### config.mk
export PLATFORM = sky130hd
export DESIGN_NAME = spam_regs
export DESIGN_NICKNAME = d
export VERILOG_FILES = /design/src/rtl/spam_pkg.sv /design/src/rtl/spam_spi_shift.sv /design/src/rtl/spam_regs.sv
export SDC_FILE = /design/constraint.sdc
export NUM_CORES = 1
export LEC_CHECK = 0
export BUFFER_PORTS_ARGS = -buffer_cell sky130_fd_sc_hd__buf_2
export CAP_MARGIN = 0
export CORE_MARGIN = 4
export CORE_UTILIZATION = 55
export DETAILED_ROUTE_END_ITERATION = 8
export GPL_TIMING_DRIVEN = 0
export PLACE_DENSITY_LB_ADDON = 0.15
export REMOVE_ABC_BUFFERS = 1
export SLEW_MARGIN = 20
export SYNTH_ARGS = -nofsm -noshare
export SYNTH_HDL_FRONTEND = slang
export SYNTH_SLANG_ARGS = --single-unit
### constraint.sdc
create_clock -name clk -period 4.61 [get_ports clk]
set_clock_uncertainty 0.15 [all_clocks]
set_input_delay 0.6915 -clock clk [delete_from_list [all_inputs] [get_ports clk]]
set_output_delay 0.6915 -clock clk [all_outputs]
set_load 0.01 [all_outputs]
### src/rtl/spam_pkg.sv
// constants for the spi address map, pin configuration and fifo logic
package spam_pkg;
    localparam int ADDR_W = 6;
    localparam int READ_BIT = 7;
    localparam int BURST_BIT = 6;
    localparam logic [5:0] ADDR_PIN2_CFG = 6'h00;
    localparam logic [5:0] ADDR_PIN1_CFG = 6'h01;
    localparam logic [5:0] ADDR_PIN0_CFG = 6'h02;
    localparam logic [5:0] ADDR_THRESHOLD_SETTING = 6'h03;
    localparam logic [5:0] ADDR_STROBE_FIRST = 6'h30;
    localparam logic [5:0] ADDR_STROBE_LAST = 6'h3D;
    localparam logic [5:0] ADDR_PART_NUMBER = 6'h30;
    localparam logic [5:0] ADDR_CHIP_VERSION = 6'h31;
    localparam logic [5:0] ADDR_FREQ_EST = 6'h32;
    localparam logic [5:0] ADDR_LINK_QUALITY = 6'h33;
    localparam logic [5:0] ADDR_SIGNAL_STRENGTH = 6'h34;
    localparam logic [5:0] ADDR_RADIO_STATE = 6'h35;
    localparam logic [5:0] ADDR_WAKE_HIGH = 6'h36;
    localparam logic [5:0] ADDR_WAKE_LOW = 6'h37;
    localparam logic [5:0] ADDR_PKT_STATUS = 6'h38;
    localparam logic [5:0] ADDR_SYNTH_CAL = 6'h39;
    localparam logic [5:0] ADDR_TX_COUNT = 6'h3A;
    localparam logic [5:0] ADDR_RX_COUNT = 6'h3B;
    localparam logic [5:0] ADDR_PA_TABLE = 6'h3E;
    localparam logic [5:0] ADDR_FIFO = 6'h3F;
    localparam int STROBE_N = 14;
    localparam int STB_SOFT_RESET = 0;
    localparam int STB_FLUSH_RX = 10;
    localparam int STB_FLUSH_TX = 11;
    localparam logic [7:0] PIN2_CFG_RESET = 8'h29;
    localparam logic [7:0] PIN1_CFG_RESET = 8'h2E;
    localparam logic [7:0] PIN0_CFG_RESET = 8'h3F;
    localparam logic [7:0] THRESHOLD_SETTING_RESET = 8'h07;
    localparam int INV_BIT = 6;
    localparam int TOP_BIT = 7;
    localparam int SEL_MSB = 5;
    localparam int THR_MSB = 3;
    localparam logic [5:0] SEL_CHIP_READY = 6'h29;
    localparam logic [5:0] SEL_TRISTATE = 6'h2E;
    localparam logic [5:0] SEL_XOSC_DIV = 6'h3F;
    localparam int XOSC_DIV = 192;
    localparam logic [6:0] XOSC_HALF_LAST = 7'(XOSC_DIV / 2 - 1);
    localparam int FIFO_DEPTH = 64;
    localparam int PTR_W = 6;
    localparam int CNT_W = 7;
    localparam logic [6:0] FIFO_FULL = 7'(FIFO_DEPTH);
    localparam logic [6:0] TX_THR_BASE = 7'h3D;
    localparam logic [6:0] THR_STEP = 7'h04;
    localparam int PA_ENTRIES = 8;
    localparam int PA_IDX_W = 3;
    typedef enum logic [2:0] {
        SPAM_IDLE = 3'b001,
        SPAM_HEADER = 3'b010,
        SPAM_DATA = 3'b100
    } spam_phase_t;
endpackage : spam_pkg

### src/rtl/spam_spi_shift.sv
// spi byte shifter, sampled on the system clock
`timescale 1ns/100ps
module spam_spi_shift
    import spam_pkg::*;
(
    input wire logic clk,
    input wire logic sys_rst,
    input wire logic spi_sclk,
    input wire logic spi_csn,
    input wire logic spi_mosi,
    input wire logic [7:0] tx_byte,
    output logic spi_miso,
    output logic spi_miso_oe,
    output logic [7:0] rx_byte,
    output logic byte_done,
    output logic frame_start,
    output logic frame_end,
    output logic tx_load
);
    logic sclk_q, csn_q, next_miso;
    logic [7:0] shift_in, shift_out, next_shift_in, next_shift_out, next_rx_byte;
    logic [2:0] bit_cnt, next_bit_cnt;
    logic next_byte_done, next_start, next_end;
    logic rise, fall;

    always_comb
    begin
        rise = spi_sclk & ~sclk_q & ~spi_csn;
        fall = ~spi_sclk & sclk_q & ~spi_csn;
        next_start = ~spi_csn & csn_q;
        next_end = spi_csn & ~csn_q;
        next_shift_in = shift_in;
        next_shift_out = shift_out;
        next_bit_cnt = bit_cnt;
        next_rx_byte = rx_byte;
        next_byte_done = 1'b0;
        if (next_start)
            next_bit_cnt = 3'h0;
        if (tx_load)
            next_shift_out = tx_byte;
        else if (fall && bit_cnt != 3'h0)
            next_shift_out = {shift_out[6:0], 1'b0};
        if (rise)
        begin
            next_shift_in = {shift_in[6:0], spi_mosi};
            next_bit_cnt = bit_cnt + 3'h1;
            if (bit_cnt == 3'h7)
            begin
                next_rx_byte = {shift_in[6:0], spi_mosi};
                next_byte_done = 1'b1;
            end
        end
        next_miso = spi_csn ? 1'b0 : next_shift_out[7];
    end

    always_ff @(posedge clk)
    begin
        if (sys_rst)
        begin
            sclk_q <= 1'b0;
            csn_q <= 1'b1;
            shift_in <= 8'h00;
            shift_out <= 8'h00;
            bit_cnt <= 3'h0;
            rx_byte <= 8'h00;
            byte_done <= 1'b0;
            frame_start <= 1'b0;
            frame_end <= 1'b0;
            tx_load <= 1'b0;
            spi_miso <= 1'b0;
            spi_miso_oe <= 1'b0;
        end
        else
        begin
            sclk_q <= spi_sclk;
            csn_q <= spi_csn;
            shift_in <= next_shift_in;
            shift_out <= next_shift_out;
            bit_cnt <= next_bit_cnt;
            rx_byte <= next_rx_byte;
            byte_done <= next_byte_done;
            frame_start <= next_start;
            frame_end <= next_end;
            tx_load <= byte_done | frame_start;
            spi_miso <= next_miso;
            spi_miso_oe <= ~spi_csn;
        end
    end
endmodule : spam_spi_shift

### src/rtl/spam_regs.sv
// spi address map: strobes, status, pin configuration, pa table and fifos
`timescale 1ns/100ps
module spam_regs
    import spam_pkg::*;
#(
    parameter logic [7:0] PART_NUMBER = 8'h5A,
    parameter logic [7:0] CHIP_VERSION = 8'hA5
)
(
    input wire logic clk,
    input wire logic sys_rst,
    input wire logic spi_sclk,
    input wire logic spi_csn,
    input wire logic spi_mosi,
    output logic spi_miso,
    output logic spi_miso_oe,
    input wire logic chip_ready_low,
    input wire logic [7:0] freq_offset_in,
    input wire logic [7:0] link_quality_in,
    input wire logic [7:0] signal_strength_in,
    input wire logic [7:0] radio_state_in,
    input wire logic [15:0] wake_timer_in,
    input wire logic [7:0] packet_status_in,
    input wire logic [7:0] synth_cal_in,
    input wire logic tx_pop,
    output logic [7:0] tx_data,
    input wire logic rx_push,
    input wire logic [7:0] rx_data,
    output logic [STROBE_N-1:0] strobe,
    output logic [2:0] general_out_pin,
    output logic [2:0] general_out_pin_oe,
    output logic pin_drive_strength,
    output logic temp_sensor_enable,
    output logic tx_thr_reached,
    output logic rx_thr_reached
);
    // pin select mux; unknown codes give low, before the invert bit
    function automatic logic pin_signal(input logic [5:0] sel, input logic rdy, input logic div);
        pin_signal = (sel == SEL_CHIP_READY) ? rdy : ((sel == SEL_XOSC_DIV) ? div : 1'b0);
    endfunction : pin_signal

    function automatic logic [6:0] tx_threshold(input logic [3:0] s);
        tx_threshold = TX_THR_BASE - 7'(THR_STEP * s);
    endfunction : tx_threshold

    function automatic logic [6:0] rx_threshold(input logic [3:0] s);
        rx_threshold = 7'(THR_STEP * (7'(s) + 7'h01));
    endfunction : rx_threshold

    logic [7:0] rx_byte, tx_byte;
    logic byte_done, frame_start, frame_end, tx_load;
    spam_phase_t phase, next_phase;
    logic [5:0] addr, next_addr;
    logic is_read, next_is_read, is_burst, next_is_burst;
    logic [7:0] pin2_cfg, pin1_cfg, pin0_cfg, threshold_setting;
    logic [7:0] next_pin2_cfg, next_pin1_cfg, next_pin0_cfg, next_threshold_setting;
    logic [7:0] pa_table [PA_ENTRIES];
    logic [7:0] next_pa_table [PA_ENTRIES];
    logic [PA_IDX_W-1:0] pa_idx, next_pa_idx;
    logic [7:0] tx_mem [FIFO_DEPTH];
    logic [7:0] rx_mem [FIFO_DEPTH];
    logic [PTR_W-1:0] tx_wr, tx_rd, rx_wr, rx_rd;
    logic [PTR_W-1:0] next_tx_wr, next_tx_rd, next_rx_wr, next_rx_rd;
    logic [CNT_W-1:0] tx_cnt, rx_cnt, next_tx_cnt, next_rx_cnt;
    logic tx_under, rx_over, next_tx_under, next_rx_over;
    logic [7:0] next_tx_data;
    logic [STROBE_N-1:0] next_strobe;
    logic tx_push, rx_pop, do_tx_pop, do_rx_push, flush_tx, flush_rx, soft_reset;
    logic [6:0] div_cnt, next_div_cnt;
    logic xosc_div, next_xosc_div;
    logic [2:0] next_pin, next_pin_oe;
    logic [5:0] strobe_idx;

    spam_spi_shift u_shift (
        .clk(clk),
        .sys_rst(sys_rst),
        .spi_sclk(spi_sclk),
        .spi_csn(spi_csn),
        .spi_mosi(spi_mosi),
        .tx_byte(tx_byte),
        .spi_miso(spi_miso),
        .spi_miso_oe(spi_miso_oe),
        .rx_byte(rx_byte),
        .byte_done(byte_done),
        .frame_start(frame_start),
        .frame_end(frame_end),
        .tx_load(tx_load)
    );

    ////////////////////////////////////////////////////////////////////////////
    // read data for the next spi byte
    always_comb
    begin
        tx_byte = 8'h00;
        if (phase == SPAM_HEADER)
            tx_byte = {chip_ready_low, 7'h00};
        else if (phase == SPAM_DATA && is_read)
        begin
            if (is_burst && addr >= ADDR_STROBE_FIRST && addr <= ADDR_RX_COUNT)
            begin
                case (addr)
                    ADDR_PART_NUMBER: tx_byte = PART_NUMBER;
                    ADDR_CHIP_VERSION: tx_byte = CHIP_VERSION;
                    ADDR_FREQ_EST: tx_byte = freq_offset_in;
                    ADDR_LINK_QUALITY: tx_byte = link_quality_in;
                    ADDR_SIGNAL_STRENGTH: tx_byte = signal_strength_in;
                    ADDR_RADIO_STATE: tx_byte = radio_state_in;
                    ADDR_WAKE_HIGH: tx_byte = wake_timer_in[15:8];
                    ADDR_WAKE_LOW: tx_byte = wake_timer_in[7:0];
                    ADDR_PKT_STATUS: tx_byte = packet_status_in;
                    ADDR_SYNTH_CAL: tx_byte = synth_cal_in;
                    ADDR_TX_COUNT: tx_byte = {tx_under, tx_cnt};
                    ADDR_RX_COUNT: tx_byte = {rx_over, rx_cnt};
                    default: tx_byte = 8'h00;
                endcase
            end
            else
            begin
                case (addr)
                    ADDR_PIN2_CFG: tx_byte = {1'b0, pin2_cfg[INV_BIT:0]};
                    ADDR_PIN1_CFG: tx_byte = pin1_cfg;
                    ADDR_PIN0_CFG: tx_byte = pin0_cfg;
                    ADDR_THRESHOLD_SETTING: tx_byte = threshold_setting;
                    ADDR_PA_TABLE: tx_byte = pa_table[pa_idx];
                    ADDR_FIFO: tx_byte = rx_mem[rx_rd];
                    default: tx_byte = 8'h00;
                endcase
            end
        end
    end

    ////////////////////////////////////////////////////////////////////////////
    // transaction decode and register writes
    always_comb
    begin
        next_phase = phase;
        next_addr = addr;
        next_is_read = is_read;
        next_is_burst = is_burst;
        next_pin2_cfg = pin2_cfg;
        next_pin1_cfg = pin1_cfg;
        next_pin0_cfg = pin0_cfg;
        next_threshold_setting = threshold_setting;
        next_pa_table = pa_table;
        next_pa_idx = pa_idx;
        next_strobe = '0;
        tx_push = 1'b0;
        rx_pop = 1'b0;
        strobe_idx = rx_byte[SEL_MSB:0] - ADDR_STROBE_FIRST;
        if (frame_start)
            next_phase = SPAM_HEADER;
        else if (frame_end)
        begin
            next_phase = SPAM_IDLE;
            next_pa_idx = '0;
        end
        else if (byte_done && phase == SPAM_HEADER)
        begin
            next_phase = SPAM_DATA;
            next_addr = rx_byte[SEL_MSB:0];
            next_is_read = rx_byte[READ_BIT];
            next_is_burst = rx_byte[BURST_BIT];
            if (!rx_byte[BURST_BIT] && rx_byte[SEL_MSB:0] >= ADDR_STROBE_FIRST
                && rx_byte[SEL_MSB:0] <= ADDR_STROBE_LAST)
                next_strobe[strobe_idx[3:0]] = 1'b1;
        end
        else if (byte_done && phase == SPAM_DATA)
        begin
            if (!is_read)
            begin
                case (addr)
                    ADDR_PIN2_CFG: next_pin2_cfg = {1'b0, rx_byte[INV_BIT:0]};
                    ADDR_PIN1_CFG: next_pin1_cfg = rx_byte;
                    ADDR_PIN0_CFG: next_pin0_cfg = rx_byte;
                    ADDR_THRESHOLD_SETTING: next_threshold_setting = rx_byte;
                    ADDR_PA_TABLE: next_pa_table[pa_idx] = rx_byte;
                    ADDR_FIFO: tx_push = 1'b1;
                    default: ;
                endcase
            end
            else if (addr == ADDR_FIFO)
                rx_pop = rx_cnt != '0;
            if (addr == ADDR_PA_TABLE)
                next_pa_idx = pa_idx + 3'h1;
            if (is_burst && addr < ADDR_STROBE_FIRST)
                next_addr = addr + 6'h01;
        end
        soft_reset = next_strobe[STB_SOFT_RESET];
        if (soft_reset)
        begin
            next_pin2_cfg = PIN2_CFG_RESET;
            next_pin1_cfg = PIN1_CFG_RESET;
            next_pin0_cfg = PIN0_CFG_RESET;
            next_threshold_setting = THRESHOLD_SETTING_RESET;
        end
    end

    ////////////////////////////////////////////////////////////////////////////
    // fifo pointers, counts and error flags
    always_comb
    begin
        flush_tx = strobe[STB_FLUSH_TX] | strobe[STB_SOFT_RESET];
        flush_rx = strobe[STB_FLUSH_RX] | strobe[STB_SOFT_RESET];
        do_tx_pop = tx_pop && tx_cnt != '0;
        do_rx_push = rx_push && rx_cnt != FIFO_FULL;
        next_tx_data = do_tx_pop ? tx_mem[tx_rd] : tx_data;
        next_tx_wr = tx_wr + PTR_W'(tx_push && tx_cnt != FIFO_FULL);
        next_tx_rd = tx_rd + PTR_W'(do_tx_pop);
        next_tx_cnt = tx_cnt + CNT_W'(tx_push && tx_cnt != FIFO_FULL) - CNT_W'(do_tx_pop);
        next_rx_wr = rx_wr + PTR_W'(do_rx_push);
        next_rx_rd = rx_rd + PTR_W'(rx_pop);
        next_rx_cnt = rx_cnt + CNT_W'(do_rx_push) - CNT_W'(rx_pop);
        next_tx_under = tx_under;
        next_rx_over = rx_over;
        if (flush_tx)
        begin
            next_tx_wr = '0;
            next_tx_rd = '0;
            next_tx_cnt = '0;
            next_tx_under = 1'b0;
        end
        if (flush_rx)
        begin
            next_rx_wr = '0;
            next_rx_rd = '0;
            next_rx_cnt = '0;
            next_rx_over = 1'b0;
        end
        if (tx_pop && tx_cnt == '0)
            next_tx_under = 1'b1;
        if (rx_push && rx_cnt == FIFO_FULL)
            next_rx_over = 1'b1;
    end

    ////////////////////////////////////////////////////////////////////////////
    // pins and clock divider
    always_comb
    begin
        next_div_cnt = div_cnt + 7'h01;
        next_xosc_div = xosc_div;
        if (div_cnt == XOSC_HALF_LAST)
        begin
            next_div_cnt = 7'h00;
            next_xosc_div = ~xosc_div;
        end
        next_pin[2] = pin_signal(pin2_cfg[SEL_MSB:0], chip_ready_low, xosc_div) ^ pin2_cfg[INV_BIT];
        next_pin[1] = pin_signal(pin1_cfg[SEL_MSB:0], chip_ready_low, xosc_div) ^ pin1_cfg[INV_BIT];
        next_pin[0] = pin_signal(pin0_cfg[SEL_MSB:0], chip_ready_low, xosc_div) ^ pin0_cfg[INV_BIT];
        next_pin_oe[2] = pin2_cfg[SEL_MSB:0] != SEL_TRISTATE;
        next_pin_oe[1] = pin1_cfg[SEL_MSB:0] != SEL_TRISTATE;
        next_pin_oe[0] = pin0_cfg[SEL_MSB:0] != SEL_TRISTATE;
    end

    ////////////////////////////////////////////////////////////////////////////
    always_ff @(posedge clk)
    begin
        if (sys_rst)
        begin
            phase <= SPAM_IDLE;
            addr <= '0;
            is_read <= 1'b0;
            is_burst <= 1'b0;
            pin2_cfg <= PIN2_CFG_RESET;
            pin1_cfg <= PIN1_CFG_RESET;
            pin0_cfg <= PIN0_CFG_RESET;
            threshold_setting <= THRESHOLD_SETTING_RESET;
            for (int i = 0; i < PA_ENTRIES; i++)
                pa_table[i] <= 8'h00;
            pa_idx <= '0;
            strobe <= '0;
            tx_wr <= '0;
            tx_rd <= '0;
            tx_cnt <= '0;
            rx_wr <= '0;
            rx_rd <= '0;
            rx_cnt <= '0;
            tx_under <= 1'b0;
            rx_over <= 1'b0;
            tx_data <= 8'h00;
            div_cnt <= 7'h00;
            xosc_div <= 1'b0;
            general_out_pin <= 3'h0;
            general_out_pin_oe <= 3'h0;
            pin_drive_strength <= 1'b0;
            temp_sensor_enable <= 1'b0;
            tx_thr_reached <= 1'b0;
            rx_thr_reached <= 1'b0;
        end
        else
        begin
            phase <= next_phase;
            addr <= next_addr;
            is_read <= next_is_read;
            is_burst <= next_is_burst;
            pin2_cfg <= next_pin2_cfg;
            pin1_cfg <= next_pin1_cfg;
            pin0_cfg <= next_pin0_cfg;
            threshold_setting <= next_threshold_setting;
            pa_table <= next_pa_table;
            pa_idx <= next_pa_idx;
            strobe <= next_strobe;
            if (tx_push && tx_cnt != FIFO_FULL)
                tx_mem[tx_wr] <= rx_byte;
            if (do_rx_push)
                rx_mem[rx_wr] <= rx_data;
            tx_wr <= next_tx_wr;
            tx_rd <= next_tx_rd;
            tx_cnt <= next_tx_cnt;
            rx_wr <= next_rx_wr;
            rx_rd <= next_rx_rd;
            rx_cnt <= next_rx_cnt;
            tx_under <= next_tx_under;
            rx_over <= next_rx_over;
            tx_data <= next_tx_data;
            div_cnt <= next_div_cnt;
            xosc_div <= next_xosc_div;
            general_out_pin <= next_pin;
            general_out_pin_oe <= next_pin_oe;
            pin_drive_strength <= pin1_cfg[TOP_BIT];
            temp_sensor_enable <= pin0_cfg[TOP_BIT];
            tx_thr_reached <= tx_cnt >= tx_threshold(threshold_setting[THR_MSB:0]);
            rx_thr_reached <= rx_cnt >= rx_threshold(threshold_setting[THR_MSB:0]);
        end
    end
endmodule : spam_regs

### Yosys cells after proc, flatten, opt, wreduce, memory -nomap -nowiden

Memory sizes are Yosys's and may differ from the RTL's. A register that Yosys moved wholly into a read port is not among the register bits.
Cells that the tools add are included.

| word-level totals | value |
|---|---|
| memories | 2 |
| word-level logic and storage cells | 244 |
| input port bits | 80 |
| bits in writable memories | 1024 |
| register bits after elaboration | 215 |

Memory list:

| name | depth | bits a word | rd ports | clocked after memory_dff | wr ports | RTL line | text |
|---|---|---|---|---|---|---|---|
| rx_mem | 64 | 8 | 1 | 1 | 1 | spam_regs.sv:61 | `logic [7:0] rx_mem [FIFO_DEPTH];` |
| tx_mem | 64 | 8 | 1 | 1 | 1 | spam_regs.sv:60 | `logic [7:0] tx_mem [FIFO_DEPTH];` |

| cells by class | value |
|---|---|
| $lt $le $gt $ge | 11 |
| reduce and logical (&&, ||, !) cells | 48 |
| equality and inequality tests | 34 |
| bitwise gates (word level) | 24 |
| multiplexer cells | 61 |
| $add $sub $neg | 15 |

Operator list:

| kind | number |
|---|---|
| == test 6 bit (second input constant) | 20 |
| case mux 8 bit (12 select lines) | 1 |
| bitwise mux 64 bit | 1 |
| two-way mux 8 bit | 8 |
| case mux 8 bit (6 select lines) | 1 |
| two-way mux 1 bit | 34 |
| AND reduction 6 bit | 5 |
| adder 6 x 1 -> 6 bit | 4 |
| binary-select mux 8 bit (select 3 bit) | 1 |
| demux 8 bit (select 3 bit) | 1 |
| two-way mux 6 bit | 4 |
| two-way mux 3 bit | 6 |
| inequality test 6 bit (second input constant) | 3 |
| logical AND 1 bit | 16 |
| nonzero test 2 bit | 8 |
| adder 7 x 1 -> 7 bit | 2 |
| == test 7 bit (second input constant) | 2 |
| greater-or-equal comparator 7 bit | 2 |
| inequality test 7 bit (second input constant) | 2 |
| nonzero test 7 bit | 2 |
| subtractor 7 x 1 -> 7 bit | 2 |
| == test 6 x 2 -> 1 bit (second input constant) | 2 |
| greater-or-equal comparator 6 bit (second input constant) | 2 |
| <= comparator 6 bit (second input constant) | 2 |
| 32 further kinds | 62 |

### Longest topological paths before layout

Gate-level depths: netlist of run 1.

| depth | value |
|---|---|
| depth in word-level cells | 11 |
| depth in mapped cells | 17 |
| mapped depth without buffers | 16 |

### Hierarchy

From an unflattened synthesis of run 1, not the netlist that was laid out.

| second synthesis, totals | value |
|---|---|
| cell total of the unflattened synthesis | 3072 |
| area, all modules | 50312.0 µm² |

Modules (own cells, without submodules):

| module | times used | cells each | area each (µm²) |
|---|---|---|---|
| spam_regs | 1 | 2931 | 48946.9 |
| spam_spi_shift | 1 | 141 | 1365.1 |

### Worst setup path after synthesis of run 1

Ideal clock, no wire load.

| path | value |
|---|---|
| path type | reg-to-reg |
| start | reg addr[0] |
| end | reg tx_cnt[6] |
| required time | 4.338 ns |
| arrival time | 3.168 ns |
| stages on the path, launching flop included | 17 |
| path slack | 1.170 ns |
| clock period less this slack | 3.440 ns |
| path through | dfxtp_1 ha_1 clkbuf_1 nand2_1 or4_1 clkbuf_1 ha_1 inv_1 ha_1 inv_1 fa_1 nand2b_1 a21oi_1 o21ai_0 a21oi_1 or3_1 a21oi_1 |

| between the ends | value |
|---|---|
| longest elaborated chain between the ends | 10 |

RTL lines:

| what | RTL line | text |
|---|---|---|
| start: declaration | spam_regs.sv:53 | `logic [5:0] addr, next_addr;` |
| start signal: assignment | spam_regs.sv:292 | `addr <= next_addr;` |
| == test 6 bit | spam_regs.sv:171 | `case (addr)` |
| two-way mux 1 bit | spam_regs.sv:171 |  |
| two-way mux 1 bit | spam_regs.sv:169 | `if (!is_read)` |
| two-way mux 1 bit | spam_regs.sv:167 | `else if (byte_done && phase == SPAM_DATA)` |
| two-way mux 1 bit | spam_regs.sv:157 | `else if (byte_done && phase == SPAM_HEADER)` |
| two-way mux 1 bit | spam_regs.sv:152 | `else if (frame_end)` |
| two-way mux 1 bit | spam_regs.sv:150 | `if (frame_start)` |
| logical AND 1 bit | spam_regs.sv:209 | `next_tx_cnt = tx_cnt + CNT_W'(tx_push && tx_cnt != FIFO_FULL) - CNT_W'(do_tx_pop);` |
| adder 7 x 1 -> 7 bit | spam_regs.sv:209 |  |
| subtractor 7 x 1 -> 7 bit | spam_regs.sv:209 |  |
| end signal: assignment | spam_regs.sv:308 | `tx_cnt <= next_tx_cnt;` |
| end: declaration | spam_regs.sv:64 | `logic [CNT_W-1:0] tx_cnt, rx_cnt, next_tx_cnt, next_rx_cnt;` |

No other way between the ends.
A chain may end at the register's enable or synchronous reset.

### Worst setup path after layout of run 1

| path | value |
|---|---|
| start | reg addr[3] |
| end | reg tx_cnt[6] |

The elaborated chain is that of the path after synthesis.

==> summary.md, run 1 <==
| Metric | Value |
|---|---|
| DRT iter0 DRCs | 2897 |
| P_int | 18.8 mW |
| Die Footprint | 0.0969 mm^2 |
| Final Cell Area | 0.0567 mm^2 |
| CP endpoint kind | register |
| Worst reg2reg path depth | 14 |
| Most frequent cell after synthesis | edfxtp_1 |
| Gp weighted congestion | 0.907 |
| Vias per cell | 6.36 |
| Starting Density | 55.8% |
| DR vias | 28300 |
| Period utilization | 94.5% |
| Avg Cell Area, Syn | 16.3 um^2 |
| DRC | 0 |
| Gr usage total | 24.4% |
| Worst r2r dst | tx_cnt[6] |
| Max VDD drop | 0.364 mV |
| Outcome | finished clean |
| Most used DFF post-synth | edfxtp_1 |
| Setup TNS Final | 0 ns |
| Top cells by instance count after synthesis | 1024 x edfxtp_1, 284 x nor2_1, 281 x mux4_2 |
| Slew Limit Fails | 0 |
| Layout area overhead | 12.1% |
| Crit-path max FO | 12 |
| WL per Instance | 26.5 um |
| Sequential-to-total area share from yosys stat | 69.6% |
| Setup crit end | tx_cnt[6] |
| DP HPWL | 75700 um |
| Crit path required time | 5.03 ns |
| Synth Warn # | 0 |
| Core footprint | 0.0906 mm^2 |
| RSZ-0062 raised after global routing | no |
| Die Y | 311 um |
| Mapped Cells | 3097 |
| H-tree lvl count | 4 |
| Synth area leaders | edfxtp_1 61%, mux4_2 13%, dfxtp_1 8.8%, mux2i_1 2.5%, nor2_1 2.1% |
| Grt total ovfl | 0 |
| Synthesized area | 0.0506 mm^2 |
| Clk_lat worst skew | 0.73 ns |
| Worst Hold Class | in2reg |
| Post-synthesis async set-or-reset flop share | 0% |
| Clk Tree Root Cell | clkbuf_16 |
| Area leader, netlist | edfxtp_1 |
| Unique cell type count in the Yosys netlist | 76 |
| Final-layout fill cell count | 6428 |
| Antenna fix cells | 0 |
| Startpoint class of the critical path | register |
| Final hold vios | 0 |
| FF-to-FF Start | addr[3] |
| Fraction of layout cells with a size suffix above 1 | 20.2% |
| Boundary pin count | 114 |
| Clk slew on worst S/H paths | 0.06 ns |
| Port Buf Inserts | 113 |
| CP Launch Point | addr[3] |
| Worst slew pin tran | 1.17 ns |
| Clock share of power | 41.4% |
| Vias in the first global route | 28600 |
| Peak Freq | 229 MHz |
| Max cap viols | 0 |
| Clock buffer count from CTS | 130 |
| First-pass GRT wire length | 179000 um |
| Clock tree buffer depth | 3 |
| Initial antenna violation count | 2 |
| Leakage power | 18.2 nW |
| Yosys top cell area share | 60.8% |
| Sw Share | 22.1% |
| Flops & latches, synth | 1247 |
| Max_slew headroom | 21.6% |
| Layout Nets | 3302 |
| Pwr Density | 425 mW/mm^2 |
| Setup violators final | 0 |
| DRT antenna net count | 0 |
| DIE WIDTH | 311 um |
| Drt first pass iters | 7 |
| Placed Area | 0.0526 mm^2 |
| Worst R2R Setup Slack | 0.25 ns |
| EDFF count, synth | 1024 |
| CTS tree | built |
| Sequential power share | 51.3% |
| Final wirelength | 118000 um |
| Crit path arrival time | 4.78 ns |
| Clock Sinks | 1247 |
| Largest net degree at the start of global routing | 69 |
| Net switching power figure | 5.34 mW |
| Post-route minimum period | 4.36 ns |
| Crit Path Category | reg2reg |
| Gate power share | 7.3% |
| Row cnt | 110 |
routing by layer:
metal / wire [um] / vias to the layer above / global-route usage (%)
li1: - / 12300 / -
met1: 47900 / 14600 / 33.8
met2: 58400 / 1165 / 39.5
met3: 8410 / 226 / 4.60
met4: 3550 / 2 / 8.09
met5: 12 / - / 0
cells by family after synthesis:
group	count (synthesis)	share of synthesized area, %
muxes	417	15.2
DFF	1247	69.6
adders and majority gates	47	1.19
buffers and inverters	240	1.92
xor gates and xnor gates	32	0.554
AOI/OAI and AO/OA	293	3.73
and+or+nand+nor	821	7.74
sequential cells by signal, indices dropped and copies added, names as in the netlist, 6 cells and up:
signal             count
addr                   6
div_cnt                7
pa_table              64
pin0_cfg               8
pin1_cfg               8
pin2_cfg               7
rx_cnt                 7
rx_mem               512
rx_rd                  6
rx_wr                  6
strobe                14
threshold_setting      8
tx_cnt                 7
tx_data                8
tx_mem               512
tx_rd                  6
tx_wr                  6
u_shift.rx_byte        8
u_shift.shift_in       7
u_shift.shift_out      8
worst min-delay path by stage:
stage,from,end,slack [ns],depth (start not counted)
global route,spi_mosi,u_shift.shift_in[0],0.06,3
global placement,div_cnt[0],div_cnt[0],0.28,1
finish,spi_mosi,u_shift.rx_byte[0],0.08,3
floorplan,u_shift.csn_q,u_shift.frame_end,0.26,1
CTS,spi_mosi,u_shift.shift_in[0],0.04,3
detailed placement,u_shift.csn_q,u_shift.frame_end,0.29,1
per-stage QoR:
step           hold slack (ns)  worst slack [ns]  std cells  util [%]  total power [mW]
2_1_floorplan            0.260             -2.50       2901         -              13.8
3_3_place_gp             0.276             -5.37       4190      57.2              14.4
3_5_place_dp             0.293            -0.159       4219      58.1              14.4
4_1_cts                 0.0356             0.168       4455      62.6              24.3
5_1_grt                 0.0622            0.0887       4455      62.6              24.9
6_report                0.0805             0.251       4455      62.6              24.1
critical path, stage by stage (launching register included):
cell      delay [ns]
dfxtp_1         0.59
and4_2          0.44
nand2_1         0.21
or4_1           0.78
ha_1            0.38
inv_1           0.06
ha_1            0.15
inv_1           0.06
fa_1            0.41
nand2b_1        0.16
a21oi_1         0.22
o21ai_0         0.17
a21oi_1         0.21
or3_1           0.14
a21oi_1         0.07
cell usage in the layout, fill, tap and decap left out, types with 25 or more instances in the layout:
| master | synthesis | final |
|---|---|---|
| o21ai_0 | 47 | 47 |
| a21oi_1 | 101 | 101 |
| buf_2 | 34 | 104 |
| clkbuf_16 | 0 | 133 |
| nand2_1 | 165 | 165 |
| nand4_1 | 27 | 27 |
| nor3_1 | 33 | 31 |
| clkbuf_1 | 118 | 34 |
| a211oi_1 | 25 | 25 |
| nor2b_1 | 35 | 35 |
| inv_1 | 43 | 43 |
| edfxtp_1 | 1024 | 1024 |
| mux4_2 | 281 | 281 |
| mux2i_1 | 126 | 126 |
| nand3_1 | 158 | 158 |
| nor2_1 | 284 | 283 |
| ha_1 | 45 | 43 |
| dfxtp_1 | 223 | 204 |
cell type report:
type / count / area (um^2) / share of cell area (%)
clock buffers: 176 / 3580 / 6.31
well taps: 1176 / 1470 / 2.59
flip-flops and latches: 1247 / 35300 / 62.2
repair buffers: 142 / 1260 / 2.22
multi-input cells: 1610 / 14500 / 25.5
inverters: 44 / 165 / 0.291
clock inverters: 60 / 494 / 0.872
power groups by stage:
stage	registers, mW	clock network [mW]	logic [mW]
after CTS	12.4	10.1	1.79
after detailed placement	12.6	0	1.78
after global routing	12.4	10.6	1.93
after floorplan	12.7	0	1.12
after global placement	12.9	0	1.55
final	12.4	9.99	1.77
repair_timing:
| action | CTS | global route |
|---|---|---|
| cloned | 0 | 0 |
| pin swaps | 0 | 0 |
| buffers inserted | 0 | 0 |
| hold buffers | 0 | 0 |
| resized for setup | 1 | 3 |
| setup endpoints to repair | 41 | 1 |
Note: power is estimated with default switching activity, not from simulation.
==> run 2, diff against run 1 <==
- clock period: 4.61 -> 4.9 ns (I/O delays scaled with it)
==> summary.md, run 2 (synthesized netlist as in run 1, its figures left out) <==
| Metric | Value |
|---|---|
| DR WL met2 | 58200 um |
| Port Buf Inserts | 113 |
| DR vias | 28300 |
| Clk slew on worst S/H paths | 0.06 ns |
| H-tree lvl count | 4 |
| Met3 Wirelength | 8650 um |
| Final wirelength | 118000 um |
| FF-to-FF Start | addr[2] |
| DRT antenna net count | 0 |
| Starting Density | 55.8% |
| Max VDD drop | 0.340 mV |
| Antenna fix cells | 0 |
| Worst slew pin tran | 1.17 ns |
| Worst R2R Setup Slack | 0.32 ns |
| DP HPWL | 75700 um |
| Post-CTS Repair Setup Buffers | 0 |
| First-pass GRT wire length | 179000 um |
| Setup violators final | 0 |
| Max_slew headroom | 22.2% |
| Post-route setup slack | 0.319 ns |
| RSZ-0062 raised after global routing | no |
| Leakage power | 18.2 nW |
| CP endpoint kind | register |
| Hold Path Stages | 3 |
| Row cnt | 110 |
| Gp weighted congestion | 0.907 |
| Gr usage total | 24.4% |
| DIE WIDTH | 311 um |
| Die Footprint | 0.0969 mm^2 |
| Clock tree buffer depth | 3 |
| Max cap viols | 0 |
| Clock Sinks | 1247 |
| Layout area overhead | 12.1% |
| Largest regs | rx_mem: 512 flops, tx_mem: 512 flops, pa_table: 64 flops |
| WL per Instance | 26.5 um |
| Total power | 22.7 mW |
| Core footprint | 0.0906 mm^2 |
| Most frequent cells in the layout | 1024 x edfxtp_1, 283 x nor2_1, 281 x mux4_2 |
| Setup TNS Final | 0 ns |
| DRC | 0 |
| CTS tree | built |
| Crit-path max FO | 14 |
| Peak Freq | 218 MHz |
| Crit Path Category | reg2reg |
| Final hold vios | 0 |
| Slew Limit Fails | 0 |
| Crit path arrival time | 5.00 ns |
| Worst reg2reg path depth | 14 |
| Final-layout fill cell count | 6429 |
| DR top layer | met5 |
| Post-placement setup slack | 0.131 ns |
| Met1 wire length | 47900 um |
| Post-route minimum period | 4.58 ns |
| Vias in the first global route | 28600 |
| Outcome | finished clean |
| Worst r2r dst | tx_cnt[6] |
| Vias per cell | 6.35 |
| Startpoint class of the critical path | register |
| Largest net degree at the start of global routing | 69 |
| Final core occ | 62.6% |
| Hold_buf cts | 0 |
| Crit path required time | 5.32 ns |
| Clk_lat worst skew | 0.73 ns |
| Worst Hold Class | in2reg |
| Period utilization | 93.5% |
| Initial antenna violation count | 2 |
| Commonest non-fill, non-tap cell in the layout | edfxtp_1 |
| Fraction of layout cells with a size suffix above 1 | 20.1% |
| Pwr Density | 400 mW/mm^2 |
| Endpoint, Worst Hold | u_shift.rx_byte[0] |
| Layout Nets | 3302 |
| Clock buffer count from CTS | 130 |
| Hold Startpoint | spi_mosi |
| Clk Tree Root Cell | clkbuf_16 |
| Boundary pin count | 114 |
| DRT iter0 DRCs | 2914 |
| Die Y | 311 um |
| Drt first pass iters | 8 |
| Grt total ovfl | 0 |
## run 2: cell count changes in the layout (fill, tap and decap cells not counted)
cell     delta
dfxtp_2     -1
and4_2      -1
and4_1      +1
ha_4        -1
ha_2        +1
dfxtp_1     +1
## run 2: worst max-delay path by stage
stage              from                to
2_1_floorplan  tx_rd[0]        tx_data[0]
3_3_place_gp   rx_rd[0]  u_shift.spi_miso
3_5_place_dp    addr[0]         tx_cnt[6]
4_1_cts         addr[0]         tx_cnt[6]
5_1_grt         addr[2]         tx_cnt[6]
6_report        addr[2]         tx_cnt[6]
## run 2: power breakdown
group          internal, mW  switching [mW]
logic                 0.795           0.867
clock network          5.41            3.98
registers              11.5           0.170
total                  17.7            5.02
## run 2: area by class of cell
type                    instances  area, um^2  share of cell area (%)
flip-flops and latches       1247       35300                    62.2
multi-input cells            1610       14400                    25.5
clock buffers                 176        3580                    6.31
well taps                    1176        1470                    2.60
repair buffers                142        1260                    2.22
clock inverters                60         494                   0.872
inverters                      44         165                   0.291
## run 2: layer usage
metal / GRT usage [%] / up-vias
met5: 0 / -
met4: 8.09 / 2
met3: 4.60 / 210
met2: 39.5 / 1175
met1: 33.8 / 14600
li1: - / 12300
## run 2: critical path, stage by stage (launching register included)
cell      delay (ns)
dfxtp_1         0.66
and4_1          0.52
nand2_1         0.23
or4_1           0.80
ha_1            0.38
inv_1           0.06
ha_1            0.16
inv_1           0.06
fa_1            0.41
nand2b_1        0.16
a21oi_1         0.22
o21ai_0         0.16
a21oi_1         0.22
or3_1           0.15
a21oi_1         0.07
## run 2: metrics by stage
step           hold slack [ns]  area, um^2  instances
2_1_floorplan            0.260       49800       2901
3_5_place_dp             0.293       52600       4219
5_1_grt                  0.106       56700       4455
3_3_place_gp             0.276       51800       4190
4_1_cts                 0.0791       56700       4455
6_report                 0.128       56700       4455
## run 2: what timing repair did
| item | 4_1_cts | 5_1_grt |
|---|---|---|
| endpoints found under the setup margin | 0 | 49 |
| endpoints found under the hold margin | 0 | 0 |
| gates resized for setup | 0 | 1 |
